<file path="src/phy100_pkg.sv">
// Shared constants and types for the 100BASE-TX transmit line path and receive front end.
// Assumes one clock that ticks once per transmit line bit; the receive input is oversampled.
//
// Behaviour
// - Split NRZI stream into two binary phase streams with alternating one events.
// - Drive both phase streams to the shared 100/1000 converter and line driver.
// - Transmit output carries only three-level symbols; no plain binary mode exists.
// - With transmit error and enable both high, send HALT instead of data groups.
// - Start and end delimiter pairs stay unchanged while errors are substituted.
// - Fast link pulse bursts never assert the receive signal-detect indication.
// - Received three-level stream is packed into 4-bit nibbles toward the MAC.
// - Digital phase-locked loop recovers the receive symbol clock from equalizer output.
// - HALT code-group is the 5-bit pattern 00100.
// - First two preamble nibbles become the start pair 11000 then 10001.
// - On transmit enable falling, send end pair 01101 then 00111.
// - After the end pair, send idle groups until transmit enable returns.

package phy100_pkg;

    // ------------------------------------------------------------------
    // Code-groups
    // ------------------------------------------------------------------
    localparam int           CG_BITS = 5;
    localparam logic [4:0]   CG_HALT = 5'h04;
    localparam logic [4:0]   CG_IDLE = 5'h1f;
    localparam logic [4:0]   CG_J    = 5'h18;
    localparam logic [4:0]   CG_K    = 5'h11;
    localparam logic [4:0]   CG_T    = 5'h0d;
    localparam logic [4:0]   CG_R    = 5'h07;
    localparam logic [2:0]   CG_LAST = 3'h4;   // Bit index that loads the next group

    // ------------------------------------------------------------------
    // Sizes, counts and reset values
    // ------------------------------------------------------------------
    localparam int           TX_FIFO_DEPTH  = 4;
    localparam int           TX_FIFO_WIDTH  = 6;      // {en, er, nibble}
    localparam int           RX_OVERSAMPLE  = 4;      // Input samples per line symbol
    localparam logic [5:0]   SD_QUIET_MAX   = 6'h10;  // Longest zero run seen in live data
    localparam logic [9:0]   SD_ON_COUNT    = 10'h1f4;// Busy symbols before detect asserts
    localparam logic [1:0]   MLT_RST        = 2'h0;   // Line at zero after reset
    localparam logic [1:0]   MLT_PLUS       = 2'h1;
    localparam logic [1:0]   MLT_MINUS      = 2'h3;

    // ------------------------------------------------------------------
    // Transmit encoder states
    // ------------------------------------------------------------------
    typedef enum logic [1:0] {
        ST_IDLE,
        ST_K,
        ST_DATA,
        ST_R
    } tx_state_e;

    // Nibble to 5B data code-group
    function automatic logic [4:0] enc_nibble(input logic [3:0] nib);
        logic [4:0] cg;
        cg = CG_IDLE;
        unique case (nib)
            4'h0: cg = 5'h1e;
            4'h1: cg = 5'h09;
            4'h2: cg = 5'h14;
            4'h3: cg = 5'h15;
            4'h4: cg = 5'h0a;
            4'h5: cg = 5'h0b;
            4'h6: cg = 5'h0e;
            4'h7: cg = 5'h0f;
            4'h8: cg = 5'h12;
            4'h9: cg = 5'h13;
            4'ha: cg = 5'h16;
            4'hb: cg = 5'h17;
            4'hc: cg = 5'h1a;
            4'hd: cg = 5'h1b;
            4'he: cg = 5'h1c;
            4'hf: cg = 5'h1d;
        endcase
        return cg;
    endfunction

endpackage

</file>
<file path="src/stream_fifo.sv">
// Small valid/ready FIFO with parameterised width and depth.
// Assumes a single clock and a synchronous active-high reset.
`timescale 1ns/1ns
`default_nettype none

module stream_fifo #(
    parameter int WIDTH = 6,
    parameter int DEPTH = 4
) (
    // Clock and reset
    input  wire logic             i_mclk,
    input  wire logic             i_rst,
    // Fill side
    input  wire logic             i_in_valid,
    output logic                  o_in_ready,
    input  wire logic [WIDTH-1:0] i_in_data,
    // Drain side
    output logic                  o_out_valid,
    input  wire logic             i_out_ready,
    output logic [WIDTH-1:0]      o_out_data
);

    localparam int PW = (DEPTH > 1) ? $clog2(DEPTH) : 1;

    logic [WIDTH-1:0] mem_q [DEPTH];
    logic [PW-1:0]    wr_ptr_q;
    logic [PW-1:0]    rd_ptr_q;
    logic [PW:0]      count_q;
    logic             push;
    logic             pop;

    // ------------------------------------------------------------------
    // Handshake
    // ------------------------------------------------------------------
    assign o_in_ready  = (count_q != (PW+1)'(DEPTH));
    assign o_out_valid = (count_q != '0);
    assign o_out_data  = mem_q[rd_ptr_q];
    assign push        = i_in_valid && o_in_ready;
    assign pop         = o_out_valid && i_out_ready;

    // Storage write
    always_ff @(posedge i_mclk) begin
        if (push) begin
            mem_q[wr_ptr_q] <= i_in_data;
        end
    end

    // Pointers wrap at the depth
    always_ff @(posedge i_mclk) begin
        if (i_rst) begin
            wr_ptr_q <= '0;
            rd_ptr_q <= '0;
        end else begin
            if (push) begin
                wr_ptr_q <= (wr_ptr_q == PW'(DEPTH-1)) ? '0 : wr_ptr_q + 1'b1;
            end
            if (pop) begin
                rd_ptr_q <= (rd_ptr_q == PW'(DEPTH-1)) ? '0 : rd_ptr_q + 1'b1;
            end
        end
    end

    // Occupancy
    always_ff @(posedge i_mclk) begin
        if (i_rst) begin
            count_q <= '0;
        end else if (push && !pop) begin
            count_q <= count_q + 1'b1;
        end else if (pop && !push) begin
            count_q <= count_q - 1'b1;
        end
    end

endmodule // stream_fifo

`default_nettype wire

</file>
<file path="src/phy100_line_path.sv">
// 100BASE-TX line path: transmit group encoder with error substitution, NRZI and MLT-3
// phase split; receive DPLL, MLT-3 decode, nibble packing and signal detect.
// Assumes i_mclk ticks once per transmit line bit and the receive decisions arrive at
// RX_OVERSAMPLE samples per symbol, both synchronous to i_mclk.
`timescale 1ns/1ns
`default_nettype none

module phy100_line_path
    import phy100_pkg::*;
#(
    parameter int FIFO_DEPTH = TX_FIFO_DEPTH,
    parameter int OVS        = RX_OVERSAMPLE
) (
    // Clock and reset
    input  wire logic       i_mclk,
    input  wire logic       i_rst,
    // Transmit nibbles from the MAC
    input  wire logic       i_tx_valid,
    output logic            o_tx_ready,
    input  wire logic       i_tx_en,
    input  wire logic       i_tx_er,
    input  wire logic [3:0] i_txd,
    // Transmit phase streams to the shared converter
    output logic            o_tx_line_pair_a_pos,
    output logic            o_tx_line_pair_a_neg,
    // Receive decisions from the equalizer
    input  wire logic       i_rx_line_pair_b_pos,
    input  wire logic       i_rx_line_pair_b_neg,
    // Receive results
    output logic            o_rx_sym_tick,
    output logic [3:0]      o_rxd,
    output logic            o_rx_nibble_valid,
    output logic            o_signal_detect
);

    localparam int PW = (OVS > 1) ? $clog2(OVS) : 1;

    // ------------------------------------------------------------------
    // Transmit buffer
    // ------------------------------------------------------------------
    logic       fifo_valid;
    logic [5:0] fifo_data;
    logic       pop;
    logic       ent_en;
    logic       ent_er;
    logic [3:0] ent_nib;

    stream_fifo #(
        .WIDTH (TX_FIFO_WIDTH),
        .DEPTH (FIFO_DEPTH)
    ) u_tx_fifo (
        .i_mclk      (i_mclk),
        .i_rst       (i_rst),
        .i_in_valid  (i_tx_valid),
        .o_in_ready  (o_tx_ready),
        .i_in_data   ({i_tx_en, i_tx_er, i_txd}),
        .o_out_valid (fifo_valid),
        .i_out_ready (pop),
        .o_out_data  (fifo_data)
    );

    assign ent_en  = fifo_data[5];
    assign ent_er  = fifo_data[4];
    assign ent_nib = fifo_data[3:0];

    // ------------------------------------------------------------------
    // Code-group encoder
    // ------------------------------------------------------------------
    tx_state_e  state_q;
    tx_state_e  state_d;
    logic [4:0] cg_q;
    logic [4:0] cg_d;
    logic [2:0] bit_cnt_q;
    logic       load;
    logic       ent_live;

    assign load     = (bit_cnt_q == CG_LAST);
    assign ent_live = fifo_valid && ent_en;

    // Next group and state, chosen at the last bit of the current group
    always_comb begin
        state_d = state_q;
        cg_d    = CG_IDLE;
        pop     = 1'b0;
        unique case (state_q)
            ST_IDLE: begin
                pop = load && fifo_valid;              // Drop gap entries, error bit unused
                if (ent_live) begin
                    cg_d    = CG_J;                    // First preamble nibble
                    state_d = ST_K;
                end else begin
                    cg_d    = CG_IDLE;                 // Idle between frames
                end
            end
            ST_K: begin
                pop     = load && ent_live;
                cg_d    = CG_K;                        // Second preamble nibble
                state_d = ST_DATA;
            end
            ST_DATA: begin
                if (ent_live) begin
                    pop  = load;
                    cg_d = ent_er ? CG_HALT : enc_nibble(ent_nib);
                end else begin
                    cg_d    = CG_T;                    // Enable fell or stream ran dry
                    state_d = ST_R;
                end
            end
            ST_R: begin
                cg_d    = CG_R;
                state_d = ST_IDLE;
            end
        endcase
    end

    // State and group register
    always_ff @(posedge i_mclk) begin
        if (i_rst) begin
            state_q <= ST_IDLE;
            cg_q    <= CG_IDLE;
        end else if (load) begin
            state_q <= state_d;
            cg_q    <= cg_d;
        end else begin
            cg_q    <= {cg_q[3:0], 1'b0};              // Most significant bit leaves first
        end
    end

    // Bit counter, one group every five clocks
    always_ff @(posedge i_mclk) begin
        if (i_rst) begin
            bit_cnt_q <= '0;
        end else begin
            bit_cnt_q <= load ? 3'h0 : bit_cnt_q + 3'h1;
        end
    end

    // ------------------------------------------------------------------
    // NRZI and MLT-3 phase split
    // ------------------------------------------------------------------
    logic       nrzi_q;
    logic       nrzi_prev_q;
    logic [1:0] mlt_q;

    // NRZI toggles on every one bit
    always_ff @(posedge i_mclk) begin
        if (i_rst) begin
            nrzi_q      <= 1'b0;
            nrzi_prev_q <= 1'b0;
        end else begin
            nrzi_q      <= nrzi_q ^ cg_q[4];
            nrzi_prev_q <= nrzi_q;
        end
    end

    // Each NRZI transition steps the line through 0, +, 0, -
    always_ff @(posedge i_mclk) begin
        if (i_rst) begin
            mlt_q <= MLT_RST;
        end else if (nrzi_q != nrzi_prev_q) begin
            mlt_q <= mlt_q + 2'h1;
        end
    end

    // Only three-level phase pulses reach the driver
    always_ff @(posedge i_mclk) begin
        if (i_rst) begin
            o_tx_line_pair_a_pos <= 1'b0;
            o_tx_line_pair_a_neg <= 1'b0;
        end else begin
            o_tx_line_pair_a_pos <= (mlt_q == MLT_PLUS);
            o_tx_line_pair_a_neg <= (mlt_q == MLT_MINUS);
        end
    end

    // ------------------------------------------------------------------
    // Receive digital PLL
    // ------------------------------------------------------------------
    logic [1:0]    lvl_in;
    logic [1:0]    lvl_prev_q;
    logic [PW-1:0] phase_q;
    logic          edge_seen;
    logic          strobe;

    assign lvl_in    = {i_rx_line_pair_b_pos, i_rx_line_pair_b_neg};
    assign edge_seen = (lvl_in != lvl_prev_q);
    assign strobe    = (phase_q == PW'(OVS/2));

    // Phase counter realigns on every level change, sampling mid-symbol
    always_ff @(posedge i_mclk) begin
        if (i_rst) begin
            lvl_prev_q <= 2'h0;
            phase_q    <= '0;
        end else begin
            lvl_prev_q <= lvl_in;
            if (edge_seen) begin
                phase_q <= PW'(1);
            end else begin
                phase_q <= (phase_q == PW'(OVS-1)) ? '0 : phase_q + 1'b1;
            end
        end
    end

    // Recovered symbol clock enable
    always_ff @(posedge i_mclk) begin
        if (i_rst) begin
            o_rx_sym_tick <= 1'b0;
        end else begin
            o_rx_sym_tick <= strobe;
        end
    end

    // ------------------------------------------------------------------
    // MLT-3 decode and nibble packing
    // ------------------------------------------------------------------
    logic [1:0] sym_q;
    logic [2:0] shf_q;
    logic [1:0] rx_cnt_q;
    logic       rx_bit;

    assign rx_bit = (lvl_in != sym_q);                 // Level change carries a one

    // Symbol register and packing, first bit in the low position
    always_ff @(posedge i_mclk) begin
        if (i_rst) begin
            sym_q             <= 2'h0;
            shf_q             <= 3'h0;
            rx_cnt_q          <= 2'h0;
            o_rxd             <= 4'h0;
            o_rx_nibble_valid <= 1'b0;
        end else begin
            o_rx_nibble_valid <= 1'b0;
            if (strobe) begin
                sym_q    <= lvl_in;
                rx_cnt_q <= rx_cnt_q + 2'h1;
                if (rx_cnt_q == 2'h3) begin
                    o_rxd             <= {rx_bit, shf_q};
                    o_rx_nibble_valid <= 1'b1;
                end else begin
                    shf_q <= {rx_bit, shf_q[2:1]};
                end
            end
        end
    end

    // ------------------------------------------------------------------
    // Signal detect
    // ------------------------------------------------------------------
    logic [5:0] quiet_q;
    logic [9:0] busy_q;
    logic       sym_zero;

    assign sym_zero = (lvl_in == 2'h0) || (lvl_in == 2'h3);

    // Long silences reset the busy count, so sparse link pulses never qualify
    always_ff @(posedge i_mclk) begin
        if (i_rst) begin
            quiet_q         <= 6'h0;
            busy_q          <= 10'h0;
            o_signal_detect <= 1'b0;
        end else if (strobe) begin
            if (!sym_zero) begin
                quiet_q <= 6'h0;
            end else if (quiet_q != 6'h3f) begin
                quiet_q <= quiet_q + 6'h1;
            end
            if (quiet_q >= SD_QUIET_MAX) begin
                busy_q          <= 10'h0;
                o_signal_detect <= 1'b0;
            end else if (busy_q != SD_ON_COUNT) begin
                busy_q <= busy_q + 10'h1;
            end else begin
                o_signal_detect <= 1'b1;
            end
        end
    end

    // ------------------------------------------------------------------
    // Checks
    // ------------------------------------------------------------------
    logic last_neg_q;

    // Polarity of the most recent line pulse
    always_ff @(posedge i_mclk) begin
        if (i_rst) begin
            last_neg_q <= 1'b1;
        end else if (o_tx_line_pair_a_pos) begin
            last_neg_q <= 1'b0;
        end else if (o_tx_line_pair_a_neg) begin
            last_neg_q <= 1'b1;
        end
    end

    a_halt_on_error: assert property (@(posedge i_mclk) disable iff (i_rst)
        load && state_q == ST_DATA && ent_live && ent_er |=> cg_q == CG_HALT)
        else $error("error nibble not replaced by HALT");

    a_no_gap_halt: assert property (@(posedge i_mclk) disable iff (i_rst)
        load && state_q == ST_IDLE && !ent_live |=> cg_q == CG_IDLE && state_q == ST_IDLE)
        else $error("gap did not stay idle");

    a_start_pair: assert property (@(posedge i_mclk) disable iff (i_rst)
        load && state_q == ST_IDLE && ent_live |=> cg_q == CG_J ##5 cg_q == CG_K)
        else $error("start pair not sent");

    a_end_pair: assert property (@(posedge i_mclk) disable iff (i_rst)
        load && state_q == ST_DATA && !ent_live |=> cg_q == CG_T ##5 cg_q == CG_R && state_q == ST_IDLE
        ##5 (cg_q == CG_IDLE || cg_q == CG_J))
        else $error("end pair not sent");

    a_group_rate: assert property (@(posedge i_mclk) disable iff (i_rst)
        load |=> !load [*4] ##1 load)
        else $error("group period not five bits");

    a_mlt3_levels: assert property (@(posedge i_mclk) disable iff (i_rst)
        !(o_tx_line_pair_a_pos && o_tx_line_pair_a_neg))
        else $error("both phases driven at once");

    a_mlt3_alternate: assert property (@(posedge i_mclk) disable iff (i_rst)
        $rose(o_tx_line_pair_a_pos) |-> $past(last_neg_q))
        else $error("positive pulse did not follow negative");

    a_dpll_realign: assert property (@(posedge i_mclk) disable iff (i_rst)
        edge_seen |=> phase_q == PW'(1) ##1 !o_rx_sym_tick)
        else $error("phase not realigned on edge");

    a_nibble_pack: assert property (@(posedge i_mclk) disable iff (i_rst)
        strobe && rx_cnt_q == 2'h3 |=> o_rx_nibble_valid ##1 !o_rx_nibble_valid)
        else $error("nibble not produced after four symbols");

    a_pulse_no_detect: assert property (@(posedge i_mclk) disable iff (i_rst)
        strobe && quiet_q >= SD_QUIET_MAX |=> !o_signal_detect && busy_q == 10'h0)
        else $error("signal detect held through silence");

endmodule // phy100_line_path

`default_nettype wire

</file>
<file path="config.mk">
export PLATFORM = sky130hd
export DESIGN_NAME = phy100_line_path
export DESIGN_NICKNAME = d
export VERILOG_FILES = /design/src/phy100_pkg.sv /design/src/stream_fifo.sv /design/src/phy100_line_path.sv
export SDC_FILE = /design/constraint.sdc
export NUM_CORES = 1
export LEC_CHECK = 0
export BUFFER_PORTS_ARGS = -buffer_cell sky130_fd_sc_hd__buf_4
export CAP_MARGIN = 20
export CORE_MARGIN = 8
export CORE_UTILIZATION = 48
export CTS_BUF_LIST = sky130_fd_sc_hd__clkbuf_4
export CTS_CLUSTER_SIZE = 40
export DETAILED_ROUTE_END_ITERATION = 7
export GPL_ROUTABILITY_DRIVEN = 0
export PLACE_DENSITY = 0.73
export SYNTH_ARGS = -nofsm -noshare
export SYNTH_HDL_FRONTEND = slang
export SYNTH_SLANG_ARGS = --single-unit
</file>
<file path="constraint.sdc">
create_clock -name i_mclk -period 6.2 [get_ports i_mclk]
set_clock_uncertainty 0.2 [all_clocks]
set_input_delay 1.55 -clock i_mclk [delete_from_list [all_inputs] [get_ports i_mclk]]
set_output_delay 1.55 -clock i_mclk [all_outputs]
set_load 0.05 [all_outputs]
</file>
* Word-level counts from Yosys, hierarchy flattened *
Memory sizes are Yosys's and may differ from the RTL's. A register that Yosys moved wholly into a read port is not among the register bits.
Cells that the tools add are included.

word-level totals
  bits in read-only memories = 80
  memories = 2
  RAM bits = 24
  bits of input ports = 11
  register bits = 57
  output and inout port bits = 10
  word-level logic and storage cells = 112

memory list
  name             depth  bits a word  rd ports  clocked after Yosys merged registers in  wr ports  line               text
  (no name shown)  16     5            1         0                                        0         phy100_pkg.sv:58   unique case (nib)
  u_tx_fifo.mem_q  4      6            1         1                                        1         stream_fifo.sv:25  logic [WIDTH-1:0] mem_q [DEPTH];

operators by class
  order comparisons = 1
  equal/unequal tests = 22
  $add $sub $neg = 10
  multiplexer cells = 27
  bitwise gates (word level) = 3
  reductions and logical operators = 24

operator list
  kind                                                                number
  2-to-1 mux 10 bit                                                   2
  one-hot mux 5 bit (4 select lines)                                  1
  equality test 2 bit (second input constant)                         9
  2-to-1 mux 5 bit                                                    3
  2-to-1 mux 2 bit                                                    6
  2-to-1 mux 6 bit                                                    2
  adder 10 x 1 -> 10 bit (second input constant)                      1
  adder 2 x 1 -> 2 bit (second input constant)                        5
  != test 10 x 9 -> 1 bit (second input constant)                     1
  AND reduction 2 bit                                                 5
  2-to-1 mux 3 bit                                                    3
  2-to-1 mux 1 bit                                                    8
  one-hot mux 2 bit (4 select lines)                                  1
  logical AND 1 bit                                                   7
  adder 3 x 1 -> 3 bit (second input constant)                        2
  adder 6 x 1 -> 6 bit (second input constant)                        1
  greater-or-equal comparator 6 x 5 -> 1 bit (second input constant)  1
  != test 2 bit (second input constant)                               3
  != test 6 bit (second input constant)                               1
  equality test 2 x 1 -> 1 bit (second input constant)                2
  logical NOT 2 bit                                                   2
  != test 2 bit                                                       2
  nonzero test 2 bit                                                  2
  OR reduction 2 bit                                                  2
  13 further kinds                                                    15

* Depth between registers and ports, before layout *
Gate-level depths: netlist of run 1.

  depth after elaboration = 8
  depth in mapped cells = 12

* Cells and area by module *
A second synthesis of run 1 with hierarchy kept.

unflattened totals
  cells, all modules = 335
  area, all modules = 3633.5 um2

by module, submodules not included
  module            area each (um2)  cells an instance  instances  sequential area each (um2)
  phy100_line_path  2288.4           256                1          1001.0
  stream_fifo       1345.0           79                 1          900.9

* Worst setup path after synthesis of run 1 *
OpenSTA, ideal clock, no wires.

  path type = input to register
  start = input port i_tx_valid
  end = register u_tx_fifo.count_q[2]
  buffers on the path = 0
  path slack = 3.048 ns
  required time = 5.930 ns
  data arrival time = 2.882 ns
  cell stages on the path = 8
  cells stage by stage = nand2_1 inv_1 ha_1 inv_1 fa_1 xor2_1 or3_1 a21oi_1

between the ends
  word-level cells in the longest chain between the ends = 4
  elaborated cells on any way between the ends = 6

ends and longest elaborated chain
  element                              line                    text
  from (decl)                          phy100_line_path.sv:18  input wire logic i_tx_valid,
  logical AND 1 bit *                  stream_fifo.sv:38       assign push = i_in_valid && o_in_ready;
  via u_tx_fifo.push                   stream_fifo.sv:29       logic push;
  logical NOT 1 bit                    stream_fifo.sv:69       end else if (pop && !push) begin
  logical AND 1 bit                    stream_fifo.sv:69
  nonzero test 2 bit (no source line)  --
  to (signal assigned)                 stream_fifo.sv:68       count_q <= count_q + 1'b1;
  to (signal assigned)                 stream_fifo.sv:70       count_q <= count_q - 1'b1;
  to (decl)                            stream_fifo.sv:28       logic [PW:0] count_q;

Mark *: on every way through the listed nets, which the timed path passes. The rest lies on a longest branch.
A chain may end at the register's enable or synchronous reset.

* Worst setup path in the final report of run 1 *
  start = register u_tx_fifo.count_q[0]
  end = output port o_tx_ready

between the ends
  word-level cells in the longest chain between the ends = 1

ends and longest elaborated chain
  element        line                    text
  != test 3 bit  stream_fifo.sv:35       assign o_in_ready = (count_q != (PW+1)'(DEPTH));
  to (decl)      phy100_line_path.sv:19  output logic o_tx_ready,

Every way passes these cells.

==> impl_metrics.tcl, run 1 <==
set metrics [dict create \
    rr_endpoint "u_tx_fifo.count_q[2]" \
    antenna_found_initial 0 \
    finalSetupTns_ns 0 \
    ant_nets 0 \
    final_max_slew_viol_count 0 \
    htree_levels 3 \
    drt_first_pass_iters 4 \
    grt_pass1_wl_mm 10.79 \
    diodes 0 \
    drc 0 \
    grt_overflow 0 \
    grt_pass1_vias 2393 \
    power.density_mw_per_mm2 267.2 \
    post-place-ws_ns 2.846 \
    r2r_cells 10 \
    critPathCapture "o_tx_ready" \
    portBuffers 20 \
    setup_slack_ns 2.865 \
    required_ns 4.45 \
    cts_buffer_depth 2 \
    worstSetupPathType "reg2out" \
    fp.dieW_um 103.5 \
    start_util 0.4853 \
    post_cts_buffers 0 \
    startpoint "u_tx_fifo.count_q[0]" \
    clockRootBuffer "clkbuf_4" \
    synth_edf_count 24 \
    clock_latency_ns 0.43 \
    cts_tree "done" \
    drive_above_1_share 0.1213 \
    io_pins 21 \
    max_stage_delay_ns 0.55 \
    fmax_ghz 0.2999 \
    cts_buffers 9 \
    vdd_drop_max_uv 180.6 \
    status "complete, no violations" \
    area_growth_pct 10.26 \
    setup_violations 0 \
    crit_family "simple AND/OR/NAND/NOR gates" \
    start_kind "flip-flop" \
    drt_iter0_drc 105 \
    worstMarginPinSlew_ns 0.8110 \
    core_mm2 0.007567 \
    wire_per_inst_um 13.29 \
    dp_hpwl_mm 4.352 \
    yosys_register_bits 83 \
    nets 398 \
    via_per_inst 5.298 \
    path_cells "or3b_2, buf_4" \
    syn_area_mm2 0.003672 \
    async_reset_ff_frac 0 \
    vias 2506 \
    worstPathArrival_ns 1.58 \
    cp_max_fo 6 \
    grt_usage 0.1295 \
    wirelength_mm 6.284 \
    ctsHoldBuffers 0 \
    seq_area_frac_synth 0.5179 \
    final_common_cell "dfxtp_1" \
    p_leak_nw 1.514 \
    dp.cells 457 \
    finalHoldViolCount 0 \
    final_cells 473 \
    crit_path_end_kind "primary output" \
    dieArea_mm2 0.01071 \
    grt_max_degree 48 \
    syn_inst 345 \
    die_h_um 103.5 \
    cts_resized 0 \
    finalCritPeriodShare 0.5379 \
    cap_violations 0 \
    path_depth 2 \
    crit_buf_inv 1 \
    clk_pin_slew_ns 0.13 \
    rsz0062_at_grt "no" \
    mostFrequentLayoutCells "dfxtp_1 (59), nor2_1 (41), edfxtp_1 (24)" \
    hold_path.class "reg2reg" \
    period_minus_slack_ns 3.335 \
    maxSlewHeadroom 0.4593 \
    synth_warnings 0 \
    cts_sinks 83 \
    yosysUniqueCellTypes 51 \
    synth-main-ff-cell "dfxtp_1" \
    syn_nets 377 \
    syn_area_per_cell_um2 10.64 \
    rrSetupSlack_ns 3.14 \
    rows 32 \
    cp_slowest_cell "or3b_2" \
]
## final cells by class
| class | count | area, um^2 |
|---|---|---|
| Clock buffer | 9 | 67.56 |
| Tap cell | 102 | 127.6 |
| Clock inverter | 7 | 76.32 |
| Sequential cell | 83 | 1902 |
| Fill cell | 665 | 3518 |
| Inverter | 21 | 78.83 |
| Multi-Input combinational cell | 231 | 1647 |
| Timing Repair Buffer | 20 | 150.1 |
## kinds of logic after synthesis
logic type	after synthesis	synth area share
AOI/OAI and AO/OA	54	0.09370
buffers and inverters	31	0.03373
adders and majority gates	21	0.07359
xor gates and xnor gates	19	0.04532
muxes	15	0.06576
and+or+nand+nor	122	0.1700
DFF	83	0.5179
## stage by stage
step	hold slack (ns)	total power, mW	util	cell area, um^2
2_1_floorplan	0.2173	0.7358	-	3672
3_3_place_gp	0.2268	0.7687	0.5160	3905
3_5_place_dp	0.2427	0.7779	0.5160	3905
4_1_cts	0.2681	1.095	0.5351	4049
5_1_grt	0.2996	1.138	0.5351	4049
6_report	0.2682	1.082	0.5351	4049
## worst min-delay path by stage
stage                            start           end  cells past startpoint
after floorplan           bit_cnt_q[0]  bit_cnt_q[0]                      1
after global placement    bit_cnt_q[0]  bit_cnt_q[0]                      1
after detailed placement  bit_cnt_q[0]  bit_cnt_q[0]                      1
after CTS                 bit_cnt_q[0]  bit_cnt_q[0]                      1
after global routing      bit_cnt_q[0]  bit_cnt_q[0]                      1
final                          cg_q[1]       cg_q[2]                      1
## flip-flops by register name, indices dropped and copies added, names as in the netlist, 3 cells and up, named ones only
register / flops
busy_q: 10
cg_q: 5
o_rxd: 4
bit_cnt_q: 3
shf_q: 3
quiet_q: 6
u_tx_fifo.mem_q: 24
u_tx_fifo.count_q: 3
## cells in the mapped netlist (4+ instances only)
cell	instances	share of area
nand2b_1	6	0.010
xor2_1	8	0.019
mux2i_1	8	0.022
dfxtp_1	59	0.32
edfxtp_1	24	0.20
and3_1	5	0.0085
nand3_1	10	0.014
xnor2_1	11	0.026
o21ai_0	8	0.011
or3_1	10	0.017
nor3_1	7	0.0095
nor2b_1	6	0.010
a211oi_1	4	0.0082
a31oi_1	4	0.0068
a21oi_1	22	0.030
clkbuf_1	7	0.0072
nand2_1	19	0.019
nor2_1	41	0.042
inv_1	21	0.021
mux4_1	4	0.029
ha_1	20	0.068
## metal layers
| metal | global-route usage | part of all wire |
|---|---|---|
| met3 | 0.02878 | 0.039 |
| met1 | 0.1640 | 0.47 |
| met5 | 0 | 0 |
| met4 | 0.07230 | 0.020 |
| met2 | 0.2002 | 0.48 |
## power by group
part	total [mW]	switching [mW]	internal [mW]	leakage, nW
clock	0.317	0.192	0.124	0.0687
sequential	0.614	0.0218	0.592	0.700
combinational	0.151	0.0896	0.0618	0.745
(Power assumes the default switching activity.)
==> inputs of run 2 (changes only) <==
- PLACE_DENSITY: 0.73 -> 0.76
- clock period: 6.2 -> 2.91 ns (I/O delays scaled with it)
==> run 2 against run 1 <==
Against the previous run:
- critical path depth is 10 higher
- clock power grew 130%
- global-route usage decreased by 0.052 points
- core utilization rose by 1.2 points
- critical endpoint is now u_tx_fifo.count_q[2]
==> impl_metrics.tcl, run 2 (synthesis results as in run 1) <==
set metrics [dict create \
    worstPathArrival_ns 2.95 \
    largest_reg_flops 24 \
    cts_tree "done" \
    worstMarginPinSlew_ns 0.8158 \
    start_util 0.4853 \
    nets 404 \
    setup_slack_ns 0.09731 \
    finalCritPeriodShare 0.9666 \
    cts_buffers 9 \
    finalHoldViolCount 0 \
    rows 32 \
    finalSetupTns_ns 0 \
    dp_hpwl_mm 4.388 \
    grt_pass1_wl_mm 10.85 \
    ant_nets 0 \
    vias 2540 \
    core_mm2 0.007567 \
    hold_path.class "reg2reg" \
    drt_first_pass_iters 5 \
    vdd_drop_max_uv 478.3 \
    setup_violations 0 \
    drt_iter0_drc 182 \
    reg.largest.list "u_tx_fifo.mem_q: 24 flops, busy_q: 10 flops, quiet_q: 6 flops" \
    grt_usage 0.1290 \
    htree_levels 3 \
    portBuffers 20 \
    grt_overflow 0 \
    drc 0 \
    start_kind "flip-flop" \
    clk_pin_slew_ns 0.12 \
    grt_max_degree 48 \
    cp_max_fo 6 \
    grt_pass1_vias 2455 \
    clock_latency_ns 0.41 \
    final_common_cell "dfxtp_1" \
    clockRootBuffer "clkbuf_4" \
    final_max_slew_viol_count 0 \
    fmax_ghz 0.3555 \
    maxSlewHeadroom 0.4562 \
    hold_ws_ns 0.2564 \
    cap_violations 0 \
    power.density_mw_per_mm2 570.4 \
    required_ns 3.05 \
    die_h_um 103.5 \
    p_leak_nw 1.561 \
    fp.dieW_um 103.5 \
    diodes 0 \
    period_minus_slack_ns 2.813 \
    regMostFlops "u_tx_fifo.mem_q" \
    worstSetupPathType "reg2reg" \
    dieArea_mm2 0.01071 \
    crit_path_end_kind "flip-flop" \
    io_pins 21 \
    wire_per_inst_um 13.19 \
    cts_sinks 83 \
    via_per_inst 5.303 \
    mostFrequentLayoutCells "dfxtp_1 (57), nor2_1 (41), buf_4 (26)" \
    drive_above_1_share 0.1379 \
    n_fill_cell 625 \
    status "complete, no violations" \
    wirelength_mm 6.320 \
    antenna_found_initial 0 \
    cts_buffer_depth 2 \
    area_growth_pct 12.67 \
    post-place-ws_ns 0.07758 \
]
-- run 2: final cells by class --
cell class | count | area [um^2] | share of cell area
clock buffers | 10 | 75.07 | 0.01814
repair buffers | 26 | 195.2 | 0.04717
clock inverters | 6 | 80.08 | 0.01935
flip-flops and latches | 83 | 1909 | 0.4614
multi-input cells | 231 | 1672 | 0.4040
inverters | 21 | 78.83 | 0.01905
well taps | 102 | 127.6 | 0.03084
-- run 2: where the power goes --
group / switching, mW / total (mW) / internal, mW
Clock: 0.370 / 0.722 / 0.352
Combinational: 0.197 / 0.335 / 0.138
Sequential: 0.0437 / 1.30 / 1.26
Total: 0.611 / 2.36 / 1.75
-- run 2: final timing paths --
| path | startpoint | endpoint | slack, ns | cells past startpoint |
|---|---|---|---|---|
| max | state_q[0] | u_tx_fifo.count_q[2] | 0.1 | 12 |
| min | bit_cnt_q[0] | bit_cnt_q[0] | 0.26 | 1 |
| max reg2reg | state_q[0] | u_tx_fifo.count_q[2] | 0.1 | 12 |
| min reg2reg | bit_cnt_q[0] | bit_cnt_q[0] | 0.26 | 1 |
-- run 2: per-layer routing --
layer	track usage	vias up	part of all wire
met2	0.2051	55	0.48
met4	0.05339	0	0.017
li1	-	1282	-
met3	0.03882	8	0.038
met1	0.1591	1195	0.46
met5	0	-	0
-- run 2: through the flow --
step	instance area [um^2]	std cells	power [mW]	utilization
after floorplan	3672	345	1.568	-
after global placement	3943	462	1.638	0.5210
after detailed placement	3943	462	1.655	0.5210
after CTS	4098	478	2.378	0.5415
after global routing	4138	479	2.483	0.5468
final	4138	479	2.360	0.5468
-- run 2: worst max-delay path, cell delays in order (launching register included) --
cell and delay (ns):
dfxtp_4 0.39, inv_1 0.07, ha_1 0.21, or2_2 0.32, a2bb2oi_4 0.15, nor4_4 0.07
inv_1 0.08, ha_2 0.18, inv_1 0.05, fa_1 0.37, xor2_1 0.18, or3_1 0.30
a21oi_1 0.15
-- run 2: timing repair --
item,in CTS,in global routing
hold buffers,0,0
resized for setup,0,8
endpoints found under the setup margin,0,2
buffers inserted,0,1
==> inputs of run 3 (changes only) <==
- CELL_PAD_IN_SITES_DETAIL_PLACEMENT: default -> 1
- CELL_PAD_IN_SITES_GLOBAL_PLACEMENT: default -> 1
- CORE_UTILIZATION: 48 -> 45
- PLACE_DENSITY: 0.76 -> 0.85
- RECOVER_POWER: default -> 100
==> run 3 against run 2 <==
Against the previous run:
- clock power is 7.1% higher
- non-clock buffer count is 4 higher
- final area hardly changed
- first-iteration DRC count is 42% lower
- global-route usage is 1.3 points higher
- core utilization is 3.3 points lower
- critical endpoint unchanged
==> impl_metrics.tcl, run 3 (synthesis results as in run 1) <==
set metrics [dict create \
    status "complete, no violations" \
    portBuffers 20 \
    clk_pin_slew_ns 0.14 \
    rrSetupSlack_ns 0.13 \
    hold_path.class "reg2reg" \
    area_growth_pct 12.71 \
    diodes 0 \
    combPwrFrac 0.152 \
    r2r_start "u_tx_fifo.mem_q[1][5]" \
    clockRootBuffer "clkbuf_4" \
    die_h_um 106.3 \
    drt_first_pass_iters 4 \
    cap_violations 0 \
    ctsHoldBuffers 0 \
    p_int_mw 1.759 \
    required_ns 3.08 \
    grt_usage 0.1417 \
    ff_latch_area_mm2 0.001911 \
    drt_iter0_drc 105 \
    min_to "bit_cnt_q[0]" \
    drive_above_1_share 0.1234 \
    htree_levels 3 \
    n_fill_cell 898 \
    via_per_inst 5.414 \
    rsz0062_at_grt "no" \
    ant_nets 0 \
    fp.dieW_um 106.3 \
    final_common_cell "dfxtp_1" \
    vdd_drop_max_uv 340.4 \
    cts_tree "done" \
    hold_ws_ns 0.2607 \
    power.density_mw_per_mm2 592.6 \
    worstHoldPathCells 1 \
    fmax_ghz 0.3595 \
    wire_per_inst_um 16.50 \
    cts_buffers 9 \
    largest_reg_flops 24 \
    clock_latency_ns 0.42 \
    multi_input_area_mm2 0.001699 \
    vias 2631 \
    rows 33 \
    hold_start "bit_cnt_q[0]" \
    p_leak_nw 1.501 \
    start_util 0.4561 \
    regMostFlops "u_tx_fifo.mem_q" \
    grt_overflow 0 \
    final_max_slew_viol_count 0 \
    dieArea_mm2 0.01131 \
    antenna_found_initial 0 \
    start_kind "flip-flop" \
    mostFrequentLayoutCells "dfxtp_1 (56), nor2_1 (41), edfxtp_1 (24)" \
    worstPathArrival_ns 2.95 \
    finalCritPeriodShare 0.9558 \
    rr_endpoint "u_tx_fifo.count_q[2]" \
    grt_max_degree 48 \
    core_mm2 0.008051 \
    grt_pass1_wl_mm 13.05 \
    worstMarginPinSlew_ns 0.8047 \
    cts_sinks 83 \
    nets 408 \
    crit_path_end_kind "flip-flop" \
    grt_pass1_vias 2724 \
    cts_buffer_depth 2 \
    netSwitchingFraction 0.2829 \
    p_clk_frac 0.315 \
    io_pins 21 \
    dp_hpwl_mm 5.422 \
    wirelength_mm 8.018 \
    seq_power_share 0.533 \
    p_switching_uw 693.8 \
    drc 0 \
    finalHoldViolCount 0 \
    setup_violations 0 \
    cp_max_fo 3 \
    finalSetupTns_ns 0 \
    period_minus_slack_ns 2.781 \
    maxSlewHeadroom 0.4635 \
    reg.largest.list "u_tx_fifo.mem_q: 24 flops, busy_q: 10 flops, quiet_q: 6 flops" \
    r2r_cells 10 \
    worstSetupPathType "reg2reg" \
]
[run 3: cell types whose count changed in the layout (fill, tap and decap cells not counted), sizes merged]
cell / before / now
inv: 21 / 23
clkinv: 4 / 0
clkbuf: 10 / 30
clkinvlp: 0 / 3
buf: 26 / 9
[run 3: worst max path at each step]
stage                                      end  slack (ns)                  start
after floorplan           u_tx_fifo.count_q[2]        0.14   u_tx_fifo.count_q[0]
after global placement    u_tx_fifo.count_q[2]        0.17             state_q[0]
after detailed placement  u_tx_fifo.count_q[2]       -0.03             state_q[1]
after CTS                 u_tx_fifo.count_q[2]       0.001             state_q[1]
after global routing      u_tx_fifo.count_q[2]        0.02             state_q[1]
final                     u_tx_fifo.count_q[2]        0.13  u_tx_fifo.mem_q[1][5]
[run 3: power groups by stage]
stage | registers [mW] | clock network (mW) | logic (mW)
finish | 1.31 | 0.773 | 0.373
global route | 1.32 | 0.830 | 0.410
CTS | 1.31 | 0.784 | 0.353
detailed placement | 1.33 | 0 | 0.346
global placement | 1.33 | 0 | 0.319
floorplan | 1.33 | 0 | 0.238
[run 3: cell type report]
type,instances,area share
well taps,105,0.03174
repair buffers,30,0.03658
inverters,21,0.01904
multi-input cells,231,0.4105
clock buffers,9,0.01632
flip-flops and latches,83,0.4616
clock inverters,7,0.02418
[run 3: layer usage]
metal,track usage,share of wire,up-vias
met5,0,0,-
li1,-,-,1288
met4,0.04925,0.017,0
met3,0.03569,0.032,15
met2,0.2511,0.51,33
met1,0.1616,0.44,1295
[run 3: worst max-delay path, stage by stage (launching register included)]
cell	delay [ns]
edfxtp_1	0.40
mux4_2	0.49
a2bb2oi_2	0.21
nor4_4	0.06
inv_1	0.12
ha_4	0.16
inv_2	0.05
fa_2	0.37
xor2_2	0.17
or3_1	0.39
a21oi_2	0.12
[run 3: stage by stage]
stage | instance area, um^2 | util | instances | power (mW) | setup slack [ns]
final | 4139 | 0.5141 | 486 | 2.453 | 0.1287
after global placement | 3954 | 0.4911 | 466 | 1.646 | 0.1699
after detailed placement | 3954 | 0.4911 | 466 | 1.680 | -0.03371
after floorplan | 3672 | - | 345 | 1.568 | 0.1426
after global routing | 4139 | 0.5141 | 486 | 2.556 | 0.02040
after CTS | 4140 | 0.5142 | 482 | 2.444 | 0.001332
[run 3: what timing repair did]
item	4_1_cts	5_1_grt
setup buffers	0	4
cloned	0	0
resized for setup	6	11
pin swaps	1	7
setup endpoints to repair	2	2
